--- src/dim_map.svh ---
`ifndef DIM_MAP_SVH
`define DIM_MAP_SVH

// Register offsets on the plain register port
`define DIM_OFS_PARALLEL_ROLE     8'h00
`define DIM_OFS_MOTOR_SW_SOURCE   8'h01
`define DIM_OFS_PANEL_LANGUAGE    8'h02
`define DIM_OFS_SLAVE_COUNT       8'h03
`define DIM_OFS_BACKLIGHT_TIMEOUT 8'h04
`define DIM_OFS_INPUT_FUNC_BASE   8'h10
`define DIM_OFS_POWER_ON_AUTORUN  8'h18
`define DIM_OFS_TERMINAL_LEVELS   8'h20
`define DIM_OFS_COMMAND_STATUS    8'h21
`define DIM_OFS_SELECT_STATUS     8'h22

// Reset values
`define DIM_RST_PARALLEL_ROLE     8'h00
`define DIM_RST_MOTOR_SW_SOURCE   8'h00
`define DIM_RST_PANEL_LANGUAGE    8'h00
`define DIM_RST_SLAVE_COUNT       8'h01
`define DIM_RST_BACKLIGHT_TIMEOUT 8'h0a
`define DIM_RST_INPUT_FUNCS       64'h00_00_08_07_06_05_02_01
`define DIM_RST_POWER_ON_AUTORUN  8'h00

// Upper limits of each setting, and the backlight lower limit
`define DIM_MAX_PARALLEL_ROLE     8'h02
`define DIM_MAX_MOTOR_SW_SOURCE   8'h01
`define DIM_MAX_PANEL_LANGUAGE    8'h01
`define DIM_MAX_SLAVE_COUNT       8'h05
`define DIM_MIN_BACKLIGHT_TIMEOUT 8'h01
`define DIM_MAX_BACKLIGHT_TIMEOUT 8'h64
`define DIM_MAX_INPUT_FUNC        8'h20
`define DIM_MAX_POWER_ON_AUTORUN  8'h01

// Timing
`define DIM_CLK_MHZ               100
`define DIM_DEBOUNCE_MS           10
`define DIM_MINUTE_S              60

`endif

--- src/dim_pkg.sv ---
package dim_pkg;

   // Terminal function codes
   typedef enum logic [7:0] {
      DIM_FN_NONE        = 8'h00,
      DIM_FN_RUN_FWD     = 8'h01,
      DIM_FN_RUN_REV     = 8'h02,
      DIM_FN_ENABLE_NO   = 8'h03,
      DIM_FN_ENABLE_NC   = 8'h04,
      DIM_FN_FAULT_RESET = 8'h05,
      DIM_FN_STEP_BIT0   = 8'h06,
      DIM_FN_STEP_BIT1   = 8'h07,
      DIM_FN_STEP_BIT2   = 8'h08,
      DIM_FN_STEP_BIT3   = 8'h09,
      DIM_FN_DIR_SWITCH  = 8'h0b,
      DIM_FN_ESTOP_A_HI  = 8'h0c,
      DIM_FN_ESTOP_A_LO  = 8'h0d,
      DIM_FN_ESTOP_B_HI  = 8'h0e,
      DIM_FN_ESTOP_B_LO  = 8'h0f,
      DIM_FN_FOLLOWER    = 8'h10,
      DIM_FN_MOTOR_BIT0  = 8'h11,
      DIM_FN_MOTOR_BIT1  = 8'h12,
      DIM_FN_RECT_ONLY   = 8'h13,
      DIM_FN_LINE_CONF   = 8'h14,
      DIM_FN_COAST       = 8'h18,
      DIM_FN_TORQUE_MODE = 8'h1a,
      DIM_FN_TORQUE_ZERO = 8'h1c
   } dim_func_t;

   // Power-on run interlock
   typedef enum logic [1:0] {
      DIM_ARM_SETTLE,
      DIM_ARM_WAIT_IDLE,
      DIM_ARM_READY
   } dim_arm_t;

   // Debounce state
   typedef struct packed {
      logic        meta;
      logic        sync;
      logic [19:0] cnt;
      logic        level;
      logic        settled;
   } dim_deb_t;

   // Main block state
   typedef struct packed {
      logic [7:0]      role;
      logic [7:0]      msw_src;
      logic [7:0]      lang;
      logic [7:0]      scount;
      logic [7:0]      blt;
      logic [7:0][7:0] func;
      logic [7:0]      autorun;
      logic [7:0]      rdata;
      dim_arm_t        arm;
      logic [32:0]     tick_cnt;
      logic [6:0]      min_cnt;
      logic            bl_on;
      logic            rst_prev;
      logic            fault_rst;
      logic            run_fwd;
      logic            run_rev;
      logic            enable;
      logic [3:0]      step;
      logic            coast;
      logic            estop;
      logic            follower;
      logic [1:0]      motor;
      logic            rect_only;
      logic            line_conf;
      logic            trq_mode;
      logic            trq_zero;
   } dim_state_t;

endpackage

--- src/dim_debounce.sv ---
`timescale 1ns/1ps
`include "dim_map.svh"

module dim_debounce
   import dim_pkg::*;
#(
   parameter int unsigned CYCLES = 1
)
(
   input  wire logic core_clk,   // System clock
   input  wire logic rst_sync_n, // Synchronised reset
   input  wire logic pin_raw,    // Terminal pin, asynchronous
   output logic      level,      // Filtered level
   output logic      settled     // First stable period seen
);

   localparam logic [19:0] LAST = 20'(CYCLES - 1);

   dim_deb_t st;
   dim_deb_t next_st;

   // Two flops first, then a stability counter on the second only
   always_comb
   begin
      next_st      = st;
      next_st.meta = pin_raw;
      next_st.sync = st.meta;
      if (!st.settled)
      begin
         // Until one quiet period passes the level follows the pin, so a
         // run held at power-up is seen rather than the reset value
         if (st.sync != st.level)
         begin
            next_st.cnt   = 20'h0_0000;
            next_st.level = st.sync;
         end
         else if (st.cnt == LAST)
         begin
            next_st.cnt     = 20'h0_0000;
            next_st.settled = 1'b1;
         end
         else
         begin
            next_st.cnt = st.cnt + 20'h0_0001;
         end
      end
      else if (st.sync == st.level)
      begin
         next_st.cnt = 20'h0_0000;
      end
      else if (st.cnt == LAST)
      begin
         next_st.cnt   = 20'h0_0000;
         next_st.level = st.sync;
      end
      else
      begin
         next_st.cnt = st.cnt + 20'h0_0001;
      end
   end

   always_ff @(posedge core_clk or negedge rst_sync_n)
   begin
      if (!rst_sync_n)
      begin
         st <= '0;
      end
      else
      begin
         st <= next_st;
      end
   end

   assign level   = st.level;
   assign settled = st.settled;

endmodule

--- src/dim_top.sv ---
`timescale 1ns/1ps
`include "dim_map.svh"

// Functional notes
// - Parallel role 0..2, resets to standalone
// - Motor select from terminals or fieldbus
// - Slave count 0..5, resets to one
// - Backlight off after 1..100 minute timeout
// - Eight function selectors 0..32, preset defaults
// - Power-on autorun blocked or allowed, default blocked
// - Code 0 terminal does nothing
// - Codes 1/2 command forward/reverse run
// - Enable code 3 closed, code 4 open
// - Code 5 requests fault reset like panel
// - Codes 6..9 form four-bit speed step
// - Code 24 forces coast stop while active
// - Code 11 reverses direction while active
// - Emergency stop codes 12/14 active high
// - Emergency stop codes 13/15 active low
// - Code 16 reports follower ready to master, parallel role 1 only
// - Codes 17/18 select motor 1..4, terminal motor source only
// - Code 19 inhibits switches in front-end mode
// - Code 20 confirms line contactor, front-end mode
// - Code 26 selects torque, else speed control
// - Code 28 forces torque reference zero
module dim_top
   import dim_pkg::*;
#(
   parameter int unsigned          DEBOUNCE_CYCLES =
      `DIM_DEBOUNCE_MS * 1000 * `DIM_CLK_MHZ,
   parameter longint unsigned      MINUTE_CYCLES   =
      64'(`DIM_MINUTE_S) * 64'd1000000 * 64'(`DIM_CLK_MHZ)
)
(
   input  wire logic       core_clk,                 // System clock
   input  wire logic       rst_n,                    // Async reset, active low
   input  wire logic [7:0] input_terminal,           // Terminal pins, 1 = closed
   input  wire logic [7:0] reg_addr,                 // Register address
   input  wire logic [7:0] reg_wdata,                // Write data
   input  wire logic       reg_wr,                   // Write strobe
   input  wire logic       reg_rd,                   // Read strobe
   output logic      [7:0] reg_rdata,                // Read data, next cycle
   input  wire logic [1:0] bus_motor_sel,            // Fieldbus motor select
   input  wire logic       active_front_end,         // Front-end control mode
   input  wire logic       panel_reset,              // Panel reset key level
   input  wire logic       panel_activity,           // Panel key pulse
   output logic            run_forward,              // Forward run command
   output logic            run_reverse,              // Reverse run command
   output logic            drive_enable,             // Drive enabled
   output logic            fault_reset_req,          // Fault reset pulse
   output logic      [3:0] speed_step,               // Multi-step index
   output logic            coast_stop,               // Output removed
   output logic            emergency_stop,           // Emergency stop
   output logic            follower_ready_input,     // Follower ready
   output logic      [1:0] target_motor,             // 0..3 = motor 1..4
   output logic            front_end_rectifier_only, // Switches inhibited
   output logic            line_contactor_confirm,   // Contactor closed
   output logic            torque_mode_select,       // 1 torque, 0 speed
   output logic            torque_zero,              // Torque ref forced 0
   output logic            backlight_on,             // Display backlight
   output logic      [1:0] parallel_role,            // Parallel role
   output logic      [2:0] slave_count,              // Follower count
   output logic            panel_language            // Panel language
);

   localparam logic [32:0] MIN_LAST = 33'(MINUTE_CYCLES - 64'd1);

   logic       rst_meta_n;
   logic       rst_sync_n;
   logic [7:0] level;
   logic [7:0] settled;
   dim_state_t st;
   dim_state_t next_st;

   // Reset release through two flops
   always_ff @(posedge core_clk or negedge rst_n)
   begin
      if (!rst_n)
      begin
         rst_meta_n <= 1'b0;
         rst_sync_n <= 1'b0;
      end
      else
      begin
         rst_meta_n <= 1'b1;
         rst_sync_n <= rst_meta_n;
      end
   end

   // One filter per terminal
   genvar gi;
   generate
      for (gi = 0; gi < 8; gi++)
      begin : g_term
         dim_debounce #(
            .CYCLES     (DEBOUNCE_CYCLES)
         ) u_deb (
            .core_clk   (core_clk),
            .rst_sync_n (rst_sync_n),
            .pin_raw    (input_terminal[gi]),
            .level      (level[gi]),
            .settled    (settled[gi])
         );
      end
   endgenerate

   // Decode, register file and timers
   always_comb
   begin
      logic       fwd;
      logic       rev;
      logic       dsw;
      logic       en_req;
      logic       en_ok;
      logic       rst_req;
      logic [3:0] stp;
      logic       cst;
      logic       est;
      logic       fol;
      logic [1:0] msel;
      logic       rect;
      logic       line;
      logic       tmode;
      logic       tzero;
      logic       act;
      logic [2:0] widx;
      fwd     = 1'b0;
      rev     = 1'b0;
      dsw     = 1'b0;
      en_req  = 1'b0;
      en_ok   = 1'b1;
      rst_req = 1'b0;
      stp     = 4'h0;
      cst     = 1'b0;
      est     = 1'b0;
      fol     = 1'b0;
      msel    = 2'h0;
      rect    = 1'b0;
      line    = 1'b0;
      tmode   = 1'b0;
      tzero   = 1'b0;
      act     = 1'b0;
      widx    = reg_addr[2:0];
      next_st = st;

      // Per-terminal function decode
      for (int i = 0; i < 8; i++)
      begin
         act = level[i];
         case (dim_func_t'(st.func[i]))
            DIM_FN_RUN_FWD:     fwd = fwd | act;
            DIM_FN_RUN_REV:     rev = rev | act;
            DIM_FN_ENABLE_NO:
            begin
               en_req = 1'b1;
               en_ok  = en_ok & act;
            end
            DIM_FN_ENABLE_NC:
            begin
               en_req = 1'b1;
               en_ok  = en_ok & ~act;
            end
            DIM_FN_FAULT_RESET: rst_req = rst_req | act;
            DIM_FN_STEP_BIT0:   stp[0] = stp[0] | act;
            DIM_FN_STEP_BIT1:   stp[1] = stp[1] | act;
            DIM_FN_STEP_BIT2:   stp[2] = stp[2] | act;
            DIM_FN_STEP_BIT3:   stp[3] = stp[3] | act;
            DIM_FN_DIR_SWITCH:  dsw = dsw | act;
            DIM_FN_ESTOP_A_HI,
            DIM_FN_ESTOP_B_HI:  est = est | act;
            DIM_FN_ESTOP_A_LO,
            DIM_FN_ESTOP_B_LO:  est = est | ~act;
            DIM_FN_FOLLOWER:    fol = fol | act;
            DIM_FN_MOTOR_BIT0:  msel[0] = msel[0] | act;
            DIM_FN_MOTOR_BIT1:  msel[1] = msel[1] | act;
            DIM_FN_RECT_ONLY:   rect = rect | act;
            DIM_FN_LINE_CONF:   line = line | act;
            DIM_FN_COAST:       cst = cst | act;
            DIM_FN_TORQUE_MODE: tmode = tmode | act;
            DIM_FN_TORQUE_ZERO: tzero = tzero | act;
            // Code 0 and every reserved code are ignored
            default:            act = 1'b0;
         endcase
      end

      // Power-on run interlock: a run held at power-up waits for release
      case (st.arm)
         DIM_ARM_SETTLE:
         begin
            if (&settled)
            begin
               if (st.autorun[0] || !(fwd || rev))
               begin
                  next_st.arm = DIM_ARM_READY;
               end
               else
               begin
                  next_st.arm = DIM_ARM_WAIT_IDLE;
               end
            end
         end
         DIM_ARM_WAIT_IDLE:
         begin
            if (!(fwd || rev))
            begin
               next_st.arm = DIM_ARM_READY;
            end
         end
         DIM_ARM_READY:
         begin
            next_st.arm = DIM_ARM_READY;
         end
         default:
         begin
            next_st.arm = DIM_ARM_SETTLE;
         end
      endcase

      // Run commands; both at once cancel, direction switch swaps them
      if (st.arm == DIM_ARM_READY && (fwd ^ rev))
      begin
         next_st.run_fwd = fwd ^ dsw;
         next_st.run_rev = rev ^ dsw;
      end
      else
      begin
         next_st.run_fwd = 1'b0;
         next_st.run_rev = 1'b0;
      end

      // No enable terminal assigned means always enabled
      next_st.enable    = ~en_req | en_ok;
      next_st.step      = stp;
      next_st.coast     = cst;
      next_st.estop     = est;
      next_st.follower  = fol & (st.role == 8'h01);
      next_st.motor     = st.msw_src[0] ? bus_motor_sel : msel;
      next_st.rect_only = rect & active_front_end;
      next_st.line_conf = line & active_front_end;
      next_st.trq_mode  = tmode;
      next_st.trq_zero  = tzero;

      // Fault reset from terminal or panel, one pulse per press
      next_st.rst_prev  = rst_req | panel_reset;
      next_st.fault_rst = (rst_req | panel_reset) & ~st.rst_prev;

      // Backlight minute timer, restarted by panel activity
      if (panel_activity)
      begin
         next_st.tick_cnt = 33'h0_0000_0000;
         next_st.min_cnt  = 7'h00;
         next_st.bl_on    = 1'b1;
      end
      else if (st.bl_on)
      begin
         if (st.tick_cnt == MIN_LAST)
         begin
            next_st.tick_cnt = 33'h0_0000_0000;
            next_st.min_cnt  = st.min_cnt + 7'h01;
            if ({1'b0, st.min_cnt + 7'h01} >= st.blt)
            begin
               next_st.bl_on = 1'b0;
            end
         end
         else
         begin
            next_st.tick_cnt = st.tick_cnt + 33'h0_0000_0001;
         end
      end

      // Register writes; values out of range leave the setting unchanged
      if (reg_wr)
      begin
         if (reg_addr == `DIM_OFS_PARALLEL_ROLE
             && reg_wdata <= `DIM_MAX_PARALLEL_ROLE)
         begin
            next_st.role = reg_wdata;
         end
         if (reg_addr == `DIM_OFS_MOTOR_SW_SOURCE
             && reg_wdata <= `DIM_MAX_MOTOR_SW_SOURCE)
         begin
            next_st.msw_src = reg_wdata;
         end
         if (reg_addr == `DIM_OFS_PANEL_LANGUAGE
             && reg_wdata <= `DIM_MAX_PANEL_LANGUAGE)
         begin
            next_st.lang = reg_wdata;
         end
         if (reg_addr == `DIM_OFS_SLAVE_COUNT
             && reg_wdata <= `DIM_MAX_SLAVE_COUNT)
         begin
            next_st.scount = reg_wdata;
         end
         if (reg_addr == `DIM_OFS_BACKLIGHT_TIMEOUT
             && reg_wdata >= `DIM_MIN_BACKLIGHT_TIMEOUT
             && reg_wdata <= `DIM_MAX_BACKLIGHT_TIMEOUT)
         begin
            next_st.blt = reg_wdata;
         end
         if (reg_addr[7:3] == 5'(`DIM_OFS_INPUT_FUNC_BASE >> 3)
             && reg_wdata <= `DIM_MAX_INPUT_FUNC)
         begin
            next_st.func[widx] = reg_wdata;
         end
         if (reg_addr == `DIM_OFS_POWER_ON_AUTORUN
             && reg_wdata <= `DIM_MAX_POWER_ON_AUTORUN)
         begin
            next_st.autorun = reg_wdata;
         end
      end

      // Register reads; unmapped addresses return zero
      next_st.rdata = 8'h00;
      if (reg_rd)
      begin
         if (reg_addr[7:3] == 5'(`DIM_OFS_INPUT_FUNC_BASE >> 3))
         begin
            next_st.rdata = st.func[widx];
         end
         else
         begin
            case (reg_addr)
               `DIM_OFS_PARALLEL_ROLE:     next_st.rdata = st.role;
               `DIM_OFS_MOTOR_SW_SOURCE:   next_st.rdata = st.msw_src;
               `DIM_OFS_PANEL_LANGUAGE:    next_st.rdata = st.lang;
               `DIM_OFS_SLAVE_COUNT:       next_st.rdata = st.scount;
               `DIM_OFS_BACKLIGHT_TIMEOUT: next_st.rdata = st.blt;
               `DIM_OFS_POWER_ON_AUTORUN:  next_st.rdata = st.autorun;
               `DIM_OFS_TERMINAL_LEVELS:   next_st.rdata = level;
               `DIM_OFS_COMMAND_STATUS:
                  next_st.rdata = {st.run_fwd, st.run_rev, st.enable,
                                   st.coast, st.estop, st.trq_mode,
                                   st.trq_zero, st.bl_on};
               `DIM_OFS_SELECT_STATUS:
                  next_st.rdata = {st.rect_only, st.line_conf, st.motor,
                                   st.step};
               default:                    next_st.rdata = 8'h00;
            endcase
         end
      end
   end

   // State register with documented defaults
   always_ff @(posedge core_clk or negedge rst_sync_n)
   begin
      if (!rst_sync_n)
      begin
         st         <= '0;
         st.role    <= `DIM_RST_PARALLEL_ROLE;
         st.msw_src <= `DIM_RST_MOTOR_SW_SOURCE;
         st.lang    <= `DIM_RST_PANEL_LANGUAGE;
         st.scount  <= `DIM_RST_SLAVE_COUNT;
         st.blt     <= `DIM_RST_BACKLIGHT_TIMEOUT;
         st.func    <= `DIM_RST_INPUT_FUNCS;
         st.autorun <= `DIM_RST_POWER_ON_AUTORUN;
         st.arm     <= DIM_ARM_SETTLE;
         st.bl_on   <= 1'b1;
      end
      else
      begin
         st <= next_st;
      end
   end

   // Outputs straight from the state flops
   assign reg_rdata                = st.rdata;
   assign run_forward              = st.run_fwd;
   assign run_reverse              = st.run_rev;
   assign drive_enable             = st.enable;
   assign fault_reset_req          = st.fault_rst;
   assign speed_step               = st.step;
   assign coast_stop               = st.coast;
   assign emergency_stop           = st.estop;
   assign follower_ready_input     = st.follower;
   assign target_motor             = st.motor;
   assign front_end_rectifier_only = st.rect_only;
   assign line_contactor_confirm   = st.line_conf;
   assign torque_mode_select       = st.trq_mode;
   assign torque_zero              = st.trq_zero;
   assign backlight_on             = st.bl_on;
   assign parallel_role            = st.role[1:0];
   assign slave_count              = st.scount[2:0];
   assign panel_language           = st.lang[0];

endmodule

--- config.mk ---
export PLATFORM = sky130hd
export DESIGN_NAME = dim_top
export DESIGN_NICKNAME = d
export VERILOG_FILES = /design/src/dim_pkg.sv /design/src/dim_debounce.sv /design/src/dim_top.sv
export VERILOG_INCLUDE_DIRS = /design/src /design/src/src
export SDC_FILE = /design/constraint.sdc
export NUM_CORES = 1
export LEC_CHECK = 0
export ABC_AREA = 1
export BUFFER_PORTS_ARGS = -buffer_cell sky130_fd_sc_hd__buf_4
export CORE_MARGIN = 2
export CORE_UTILIZATION = 35
export CTS_CLUSTER_SIZE = 8
export DETAILED_ROUTE_END_ITERATION = 12
export PLACE_DENSITY = 0.53
export RECOVER_POWER = 100
export SLEW_MARGIN = 10
export SYNTH_ARGS = -nofsm -noshare
export SYNTH_HDL_FRONTEND = slang
export SYNTH_SLANG_ARGS = --single-unit
--- constraint.sdc ---
create_clock -name core_clk -period 32.5 [get_ports core_clk]
set_clock_uncertainty 0.05 [all_clocks]
set_input_delay 6.5 -clock core_clk [delete_from_list [all_inputs] [get_ports core_clk]]
set_output_delay 6.5 -clock core_clk [all_outputs]
set_load 0.03 [all_outputs]
; ---- After elaboration in Yosys (flattened, before gate mapping)
; Cells that the tools add are included.
[totals]
ff_bits = 375
[op_classes]
mux = 251
magnitude_cmp = 9
add_sub_neg = 10
eq_ne = 231
n_reduce_logical = 67
n_bitwise = 159
[ops]
columns = operator, n
row1 = "8-bit by 5-bit == test with 1-bit output, second input constant", 65
row2 = 20-bit 2-to-1 mux, 24
row3 = "8-bit by 4-bit == test with 1-bit output, second input constant", 56
row4 = "8-bit by 3-bit == test with 1-bit output, second input constant", 33
row5 = 1-bit 2-to-1 mux, 185
row6 = 21-bit 2-to-1 mux, 8
row7 = "20-bit by 1-bit adder with 20-bit output, second input constant", 8
row8 = "20-bit == test, second input constant", 8
row9 = "8-bit by 2-bit == test with 1-bit output, second input constant", 18
row10 = 1-bit bitwise OR, 128
row11 = 41-bit 2-to-1 mux, 2
row12 = "8-bit by 1-bit == test with 1-bit output, second input constant", 10
row13 = 8-bit case mux with 9 select lines, 1
row14 = 64-bit bitwise mux, 1
row15 = 2-bit OR reduction, 24
row16 = 8-bit 2-to-1 mux, 5
row17 = "2-bit inequality test, second input constant", 18
row18 = "33-bit by 1-bit adder with 33-bit output, second input constant", 1
row19 = "33-bit == test, second input constant", 1
row20 = 33-bit 2-to-1 mux, 1
row21 = 1-bit case mux with 2 select lines, 16
row22 = 8-bit binary-select mux with 3-bit select, 1
row23 = 8-bit demux with 3-bit select, 1
row24 = "8-bit by 6-bit == test with 1-bit output, second input constant", 3
row25 = other kinds (29), 109

; ---- Depth between registers and ports, before layout
; Gate-level depths: netlist of the first run.
[logic_depth]
ltp_word = 22
depth_mapped = 14
depth_no_buf = 14

; ---- Modules after synthesis
; A second synthesis of the first run with hierarchy kept.
[unflattened]
hier_cells = 3268
hier_area_um2 = 23307.4
[by_module_without_submodules]
columns = mod, area_each_um2, instances, cells_per_inst
row1 = dim_top, 12046.6, 1, 1820
row2 = dim_debounce, 1407.6, 8, 181

; ---- Worst setup path before layout of the first run
; OpenSTA, ideal clock, no wires.
[synth_timing]
path_type = input to register
from = in reg_addr[2]
to = reg st, in the netlist slave_count[2]
n_path_buf = 1
path_stages = 7
arrival_ns = 7.519
path_slack_ns = 24.813
setup_ns = 0.118
t_required_ns = 32.332
cell_sequence = buf_2 inv_2 nand3_1 nor2_1 nand3_1 o21ai_1 inv_1
[synth_via]
elab_chain_cells = 3
[synth_rtl]
columns = item, line
row1 = from (decl), dim_top.sv:38  ; input wire logic [7:0] reg_addr,
row2 = 8-bit by 2-bit == test with 1-bit output, -
row3 = 1-bit logical AND (no source line), -
row4 = 2-bit AND reduction (no source line), -
row5 = to (signal assigned), dim_top.sv:361  ; st <= next_st;
row6 = to (decl), dim_top.sv:72  ; dim_state_t st;
; Every way passes these cells.
; A chain may end at the register's enable or synchronous reset.

==> results of run 1 <==
## path summary, 6_finish.rpt
kind | startpoint | end | slack [ns] | cells after the start
setup / recovery | rst_sync_n | st[112] | 21.73 | 3
hold / removal | g_term[2].u_deb.next_st[22] | g_term[2].u_deb.st[22] | 0.29 | 0
setup reg to reg | rst_sync_n | st[112] | 21.73 | 3
hold reg to reg | g_term[2].u_deb.next_st[22] | g_term[2].u_deb.st[22] | 0.29 | 0
max in group core_clk | backlight_on | backlight_on | 23.74 | 1
min in group asynchronous | rst_sync_n | g_term[0].u_deb.st[4] | 1.03 | 0
## logic make-up after synthesis
group | Yosys count
and+or+nand+nor | 1780
buffers and inverters | 524
DFF | 375
AOI/OAI and AO/OA | 255
xor gates and xnor gates | 86
adders and majority gates | 22
other | 1
## state kept, by name (all words and copies together) (netlist names), 2 cells and up
signal and count:
g_term.u_deb.settled 8, speed_step 4, g_term.u_deb.level 8, parallel_role 2, slave_count 3, reg_rdata 8
g_term.u_deb.next_st 8, st 149, g_term.u_deb.st 168, target_motor 2
## worst reg2reg max path, cell delays in order, from the launching register on
cell and delay (ns):
dfrtp_1 2.07, clkbuf_1 2.50, clkbuf_1 2.96, clkbuf_1 2.55
## routing by layer
layer,up-vias,global-route usage [%]
met5,-,0
met4,2,6.255
met3,111,2.729
met2,570,34.25
li1,9736,-
met1,9401,29.89
## power breakdown
group          total, mW  internal, mW  switching (mW)
clock              0.523         0.317           0.205
combinational     0.0530        0.0132          0.0398
sequential         0.486         0.476         0.00944
total               1.06         0.807           0.255
## cells in the mapped netlist (4+ instances only)
| cell | count | area (um2) |
|---|---|---|
| nor4_1 | 7 | 43.79 |
| dfrtp_1 | 361 | 9034 |
| a21oi_2 | 4 | 35.03 |
| dfstp_2 | 14 | 367.9 |
| o31ai_1 | 7 | 52.55 |
| nor2_1 | 522 | 1959 |
| nor3_2 | 6 | 60.06 |
| inv_1 | 442 | 1659 |
| o21bai_1 | 6 | 45.04 |
| nand3b_1 | 7 | 52.55 |
| nor2_4 | 5 | 56.30 |
| buf_2 | 27 | 135.1 |
| nand2_1 | 733 | 2751 |
| nand3_1 | 259 | 1296 |
| nand4_1 | 87 | 544.3 |
| o21ai_0 | 119 | 595.6 |
| or2_2 | 5 | 31.28 |
| ha_1 | 22 | 275.3 |
| a21oi_1 | 62 | 310.3 |
| nand2_2 | 5 | 31.28 |
| xor2_1 | 79 | 691.9 |
| nor3b_1 | 9 | 67.56 |
| o22ai_1 | 15 | 93.84 |
| inv_2 | 9 | 33.78 |
| clkbuf_1 | 9 | 33.78 |
| nor3_1 | 110 | 550.5 |
| o21ai_1 | 14 | 70.07 |
| nor2_2 | 13 | 81.33 |
| xnor2_1 | 7 | 61.31 |
| buf_4 | 31 | 232.7 |
| a31oi_1 | 9 | 56.30 |
## area by class of cell
type	instances	area share [%]
clock buffer	80	6.212
tap	790	4.121
timing repair buffer	71	1.502
sequential	375	39.19
clock inverter	2	0.1617
inverter	454	7.120
multi-input combinational	2144	41.69
## cells in the final DEF, fill, tap and decap left out, drive strengths merged, types with 2 or more instances in the layout
master / instances
o211ai: 2
dfrtp: 361
xor2: 79
nand3b: 8
o21a: 3
nand2: 738
dfstp: 14
xnor2: 7
nor3b: 9
nor2: 540
a22oi: 2
o21bai: 6
o21ai: 134
and3: 2
a32oi: 2
ha: 22
buf: 17
clkinv: 2
o22ai: 15
clkbuf: 134
o2111ai: 2
nor4: 7
nor3: 116
inv: 453
or2: 8
nand3: 263
o31ai: 7
a21oi: 66
a211oi: 3
nand4: 87
a31oi: 9
o32ai: 2
==> qor.yml, run 1 <==
stdcell_count: 3916
gp_congestion: 0.9913
multiInputGateArea_um2: 10000
crit_arrival_ns: 10.67
crit_path_cell_trace: "clkbuf_1 -> clkbuf_1 -> clkbuf_1"
vias: 19820
period_needed_ns: 10.77
fin_crit_sh_pct: 33.13
area_delta_synth_final_pct: 10.96
finalHoldViolCount: 0
synth_edf_count: 0
dp.cells: 3834
path_clk_slew_ns: 0.05
rsz0062_at_grt: "false"
ys_seq_area_share_pct: 43.49
design.portCount: 65
route.detailed.drc: 0
initial_core_util_pct: 35.23
cp.required_ns: 32.40
crit_fanout: 71
power_mw: 1.061
die_area_um2: 63770
setup_ws_ns: 21.73
yosys_warnings: 0
syn_area_um2: 21620
critPathCaptureType: "async pin"
routed_wl_um: 67480
grt_max_degree: 77
design_area_um2: 23990
rows: 91
final_util_pct: 39.09
root_buffer: "clkbuf_16"
antenna_found_initial: 1
cpPeakStageDelay_ns: 2.92
regArea_um2: 9402
path_class: "register to async pin"
dr.pass1.iters: 5
cts_resized: 0
synth-simple-area-share_pct: 35.29
status: "finished with violations"
place_area_um2: 22710
violations: "max-capacitance violations, max-slew violations"
clock_latency_ns: 0.59
drv_slew: 384
wl_met1_um: 31050
met3_length_um: 3837
num_antenna_cells: 0
synth_cell_types: 54
synthAdderAreaFrac_pct: 1.273
ys.flop_type: "dfrtp_1"
slowest_stage: "clkbuf_1"
avgSynthCellArea_um2: 7.104
postRouteAntennaNets: 0
synthXorXnorAreaFrac_pct: 3.484
overflow: 0
maxSlewHeadroom_pct: -164.4
fin_hold_ws_ns: 0.2915
die_x_um: 252.5
cp_top_family: "buffers and inverters"
synth_compound_area_share_pct: 6.534
cts_tree: "built"
drt-initial-drc-count: 1495
cap_violations: 6
hold_buffers: 0
numPortBuffers: 64
nNetsFinal: 3154
tns_ns: 0
post_cts_buffers: 0
die_h_um: 252.5
hp-class: "register to register"
setup_violations: 0
synth_top_family_by_area: "simple AND/OR/NAND/NOR gates"
max_freq_mhz: 92.87
routedWlPerCell_um: 17.23
numCtsBuffers: 53
clock_path_buffers: 3
power.density_nw_per_um2: 44.25
cp_num_buf_inv: 3
vias_per_cell: 5.061
p_leak_nw: 11.34
start_kind: "register"
dp_hpwl_um: 51600
top_layer_used: "met5"
syn_nets: 3098
layout-drive-gt1-share_pct: 4.287
synthMuxAreaShare_pct: 0
grt_pass1_vias: 19283
wl_met2_um: 30800
synthArstFlopShare_pct: 100.0
pre_cts_ws_ns: 24.14
htree_num_levels: 2
track_usage_pct: 21.28
ys_ff_latch: 375
cpMostUsedCell: "clkbuf_1"
grt_pass1_wl_um: 107200
worst_pin_slew_ns: 3.966
core_area_um2: 61370
syn_inst: 3043
cts_sinks: 375
ir_drop_mv: 0.03604
fillers: 6408
No activity file was read; power rests on OpenSTA's default activity.
==> inputs of run 2 (changes only) <==
--- a/config.mk
+++ b/config.mk
@@ -12,7 +12,7 @@
 export CORE_UTILIZATION = 35
 export CTS_CLUSTER_SIZE = 8
 export DETAILED_ROUTE_END_ITERATION = 12
-export PLACE_DENSITY = 0.53
+export PLACE_DENSITY = 0.55
 export RECOVER_POWER = 100
 export SLEW_MARGIN = 10
 export SYNTH_ARGS = -nofsm -noshare
==> constraint.sdc (replaced) <==
create_clock -name core_clk -period 9 [get_ports core_clk]
set_clock_uncertainty 0.05 [all_clocks]
set_input_delay 1.8 -clock core_clk [delete_from_list [all_inputs] [get_ports core_clk]]
set_output_delay 1.8 -clock core_clk [all_outputs]
set_load 0.03 [all_outputs]
==> run 2 against run 1 <==
  * Total power rose to 3.6 times the previous value
  * Sequential power grew to 3.6 times the previous value
  * Count of clock-buffer cells in the layout fell by 2
  * Largest power group unchanged
  * Via count decreased by 2.9%
  * The flow still finishes with violations (max-capacitance violations, max-slew violations)
  * Register-to-register slack got worse by 16 ns
==> qor.yml, run 2 (synthesis gave the netlist of run 1 again) <==
mostFrequentLayoutCells: "736 x nand2_1, 528 x nor2_1, 445 x inv_1"
routedWlPerCell_um: 16.30
route.detailed.drc: 0
start_kind: "primary input"
layout-drive-gt1-share_pct: 4.358
reg_top3: "g_term.u_deb.st: 168 flops, st: 149 flops"
worst_pin_slew_ns: 2.629
clock_path_buffers: 3
tns_ns: 0
crit_arrival_ns: 4.71
initial_core_util_pct: 35.23
dp_hpwl_um: 47900
cts_resized: 0
gp_congestion: 0.9569
max_freq_mhz: 233.9
critPathCaptureType: "register"
violations: "max-capacitance violations, max-slew violations"
dr.pass1.iters: 8
cp_top_family: "simple AND/OR/NAND/NOR gates"
root_buffer: "clkbuf_16"
crit_fanout: 13
crit_start: "reg_addr[7]"
period_needed_ns: 4.274
cpPeakStageDelay_ns: 1.03
vias_per_cell: 4.923
maxSlewHeadroom_pct: -75.29
cpMostUsedCell: "inv_1"
drv_slew: 61
ir_drop_mv: 0.1262
overflow: 0
drt-initial-drc-count: 1571
cts_sinks: 375
status: "finished with violations"
htree_num_levels: 2
num_antenna_cells: 0
slowest_stage: "nor3_1"
post_cts_buffers: 0
track_usage_pct: 20.30
cp.required_ns: 9.43
largest-register: "g_term.u_deb.st"
hp-class: "register to register"
path_class: "primary input to register"
hold_start: "rst_meta_n"
finalHoldViolCount: 0
grt_pass1_wl_um: 103200
final_common_cell: "nand2_1"
cts_tree: "built"
cp_num_buf_inv: 4
numCtsBuffers: 53
fin_hold_ws_ns: 0.2979
grt_max_degree: 159
p_leak_nw: 11.33
numPortBuffers: 64
power.density_nw_per_um2: 158.1
cap_violations: 1
rsz0062_at_grt: "false"
routed_wl_um: 63760
grt_pass1_vias: 18930
setup_violations: 0
design.portCount: 65
clock_latency_ns: 0.61
die_h_um: 252.5
nNetsFinal: 3150
die_x_um: 252.5
area_delta_synth_final_pct: 10.87
postRouteAntennaNets: 0
crit_path_cell_trace: "clkbuf_4 -> inv_1 -> nand2_1 -> nor3_1 -> nand3_1 -> nor2_1 -> inv_1 -> nand2_1 -> inv_1"
antenna_found_initial: 1
path_clk_slew_ns: 0.05
r2r_start: "rst_sync_n"
largest_reg_flops: 168
die_area_um2: 63770
hold_buffers: 0
rows: 91
core_area_um2: 61370
vias: 19253
fillers: 6527
fin_crit_sh_pct: 47.49
run 2: metrics by stage:
step                      utilization (%)  instances  instance area (um2)  setup slack, ns  total power, mW
final                               39.06       3911                23970            4.726            3.790
after CTS                           39.42       3911                24190            5.325            3.862
after global routing                39.06       3911                23970            4.504            3.952
after detailed placement            37.00       3830                22710            4.918            1.981
after global placement              37.00       3830                22710            4.960            1.980
after floorplan                         -       3043                21620            2.840            1.910
run 2: report_power, final:
group / internal, mW / switching, mW
Sequential: 1.72 / 0.0332
Clock: 1.09 / 0.755
Combinational: 0.0495 / 0.143
run 2: worst paths after layout:
check | endpoint | slack [ns] | depth (start not counted)
max | st[107] | 4.73 | 9
min | rst_sync_n | 0.30 | 0
max reg2reg | st[25] | 5.94 | 1
min reg2reg | rst_sync_n | 0.30 | 0
max in group asynchronous | st[25] | 5.94 | 1
min in group asynchronous | rst_sync_n | 0.94 | 1
run 2: metal layers:
| layer | track usage (%) | up-vias | routed length (um) |
|---|---|---|---|
| li1 | - | 9724 | - |
| met1 | 28.00 | 8939 | 29610 |
| met2 | 32.14 | 467 | 28600 |
| met3 | 3.007 | 121 | 3265 |
| met4 | 7.743 | 2 | 2268 |
| met5 | 0 | - | 13 |
run 2: cell type report:
type	count	area [um2]	share of cell area, %
multi-input combinational	2144	10000	41.72
tap	790	988.4	4.124
timing repair buffer	67	385.4	1.608
clock inverter	3	43.79	0.1827
sequential	375	9402	39.22
clock buffer	78	1441	6.013
inverter	454	1708	7.125
==> inputs of run 3 (changes only) <==
--- a/config.mk
+++ b/config.mk
@@ -12,7 +12,7 @@
 export CORE_UTILIZATION = 35
 export CTS_CLUSTER_SIZE = 8
 export DETAILED_ROUTE_END_ITERATION = 12
-export PLACE_DENSITY = 0.55
+export PLACE_DENSITY = 0.53
 export RECOVER_POWER = 100
 export SLEW_MARGIN = 10
 export SYNTH_ARGS = -nofsm -noshare
==> constraint.sdc (replaced) <==
create_clock -name core_clk -period 4.15 [get_ports core_clk]
set_clock_uncertainty 0.05 [all_clocks]
set_input_delay 0.83 -clock core_clk [delete_from_list [all_inputs] [get_ports core_clk]]
set_output_delay 0.83 -clock core_clk [all_outputs]
set_load 0.03 [all_outputs]
==> run 3 against run 2 <==
  * The flow still finishes with violations (max-capacitance violations, max-slew violations)
  * Wire length is 5.0% higher
  * Flip-flop and latch count stayed put
  * Cell count is 0.28% higher
  * Combinational power is 120% higher
  * Utilization hardly changed
  * Largest cell class unchanged
  * Largest power group unchanged
  * Highest routed layer unchanged
==> qor.yml, run 3 (synthesis gave the netlist of run 1 again) <==
routedWlPerCell_um: 17.06
max_freq_mhz: 325.2
vias_per_cell: 5.077
path_class: "register to output port"
layout-drive-gt1-share_pct: 4.342
violations: "max-capacitance violations, max-slew violations"
grt_pass1_vias: 19093
critPathCaptureType: "output port"
crit_path_cell_trace: "clkbuf_1"
seqPwrFrac_pct: 46.6
cp.depth: 1
power.density_nw_per_um2: 340.3
die_x_um: 252.5
overflow: 0
finalHoldViolCount: 0
initial_core_util_pct: 35.23
design.portCount: 65
fin_crit_sh_pct: 74.10
die_h_um: 252.5
drt-initial-drc-count: 1647
maxSlewHeadroom_pct: -16.89
r2r_cells: 1
largest-register: "g_term.u_deb.st"
num_antenna_cells: 0
design_area_um2: 23990
crit_fanout: 26
place_area_um2: 22800
cap_violations: 3
largest_reg_flops: 168
vias: 19912
mostFrequentLayoutCells: "736 x nand2_1, 529 x nor2_1, 446 x inv_1"
clock_path_buffers: 3
route.detailed.drc: 0
multiInputGateArea_um2: 9993
clock_latency_ns: 0.60
dp_hpwl_um: 51570
grt_pass1_wl_um: 105800
grt_max_degree: 75
period_needed_ns: 3.075
gp_congestion: 0.9941
post_cts_buffers: 0
reg_top3: "g_term.u_deb.st: 168 flops, st: 149 flops"
path_clk_slew_ns: 0.05
power_frac_clock_pct: 48.2
regArea_um2: 9405
final_common_cell: "nand2_1"
cts_sinks: 375
cp_num_buf_inv: 1
setup_violations: 0
cpPeakStageDelay_ns: 1.21
root_buffer: "clkbuf_16"
whs_path_depth: 0
fillers: 6337
cp.required_ns: 3.27
htree_num_levels: 2
worst_pin_slew_ns: 1.753
p_leak_nw: 11.35
area_delta_synth_final_pct: 10.95
core_area_um2: 61370
drv_slew: 127
die_area_um2: 63770
nNetsFinal: 3162
ir_drop_mv: 0.3504
track_usage_pct: 21.03
numPortBuffers: 64
slowest_stage: "dfstp_1"
setup_ws_ns: 1.075
p_comb_share_pct: 5.2
rows: 91
numCtsBuffers: 53
cp_top_family: "flip-flops"
pre_cts_ws_ns: 1.482
postRouteAntennaNets: 0
start_kind: "register"
hp-class: "register to register"
routed_wl_um: 66920
switching_share_pct: 24.40
p_switching_mw: 1.991
status: "finished with violations"
dr.pass1.iters: 7
crit_arrival_ns: 2.20
p_int_mw: 6.171
antenna_found_initial: 2
tns_ns: 0
cts_tree: "built"
rsz0062_at_grt: "false"
[run 3: power by group through the flow]
stage / sequential, mW / clock (mW) / combinational, mW
after floorplan: 3.88 / 0 / 0.265
after global placement: 3.87 / 0 / 0.432
after detailed placement: 3.87 / 0 / 0.439
after CTS: 3.81 / 4.07 / 0.442
after global routing: 3.82 / 4.22 / 0.480
final: 3.81 / 3.93 / 0.421
[run 3: worst paths after layout]
kind,from,end,slack [ns]
worst max-delay path,backlight_on,backlight_on,1.07
worst min-delay path,g_term[7].u_deb.next_st[22],g_term[7].u_deb.st[22],0.30
worst max register to register,rst_sync_n,st[75],1.35
worst min register to register,g_term[7].u_deb.next_st[22],g_term[7].u_deb.st[22],0.30
max in group asynchronous,rst_sync_n,st[75],1.35
min in group asynchronous,rst_sync_n,g_term[3].u_deb.st[4],0.45
[run 3: final cells by class]
class                   count  area share [%]
clock inverters             3         0.09390
clock buffers              77           5.947
inverters                 454           7.121
well taps                 790           4.121
flip-flops and latches    375           39.21
repair buffers             79           1.841
multi-input cells        2144           41.66
[run 3: stage by stage]
stage | instances | total power [mW] | hold slack, ns | util, %
after global routing | 3922 | 8.520 | 0.2968 | 39.08
final | 3922 | 8.162 | 0.2972 | 39.08
after detailed placement | 3841 | 4.308 | 0.2873 | 37.15
after global placement | 3841 | 4.298 | 0.2856 | 37.15
after CTS | 3922 | 8.320 | 0.2620 | 39.53
after floorplan | 3043 | 4.142 | 0.2812 | -
[run 3: routing by layer]
metal | wire length, um | up-vias | GRT usage [%]
li1 | - | 9759 | -
met4 | 1940 | 2 | 6.779
met2 | 30250 | 611 | 33.22
met1 | 30690 | 9416 | 29.51
met5 | 13 | - | 0
met3 | 4029 | 124 | 3.223
[run 3: timing repair]
action | in CTS | in global routing
hold buffers | 1 | 0
hold endpoints to repair | 2 | 0
resized for setup | 0 | 0
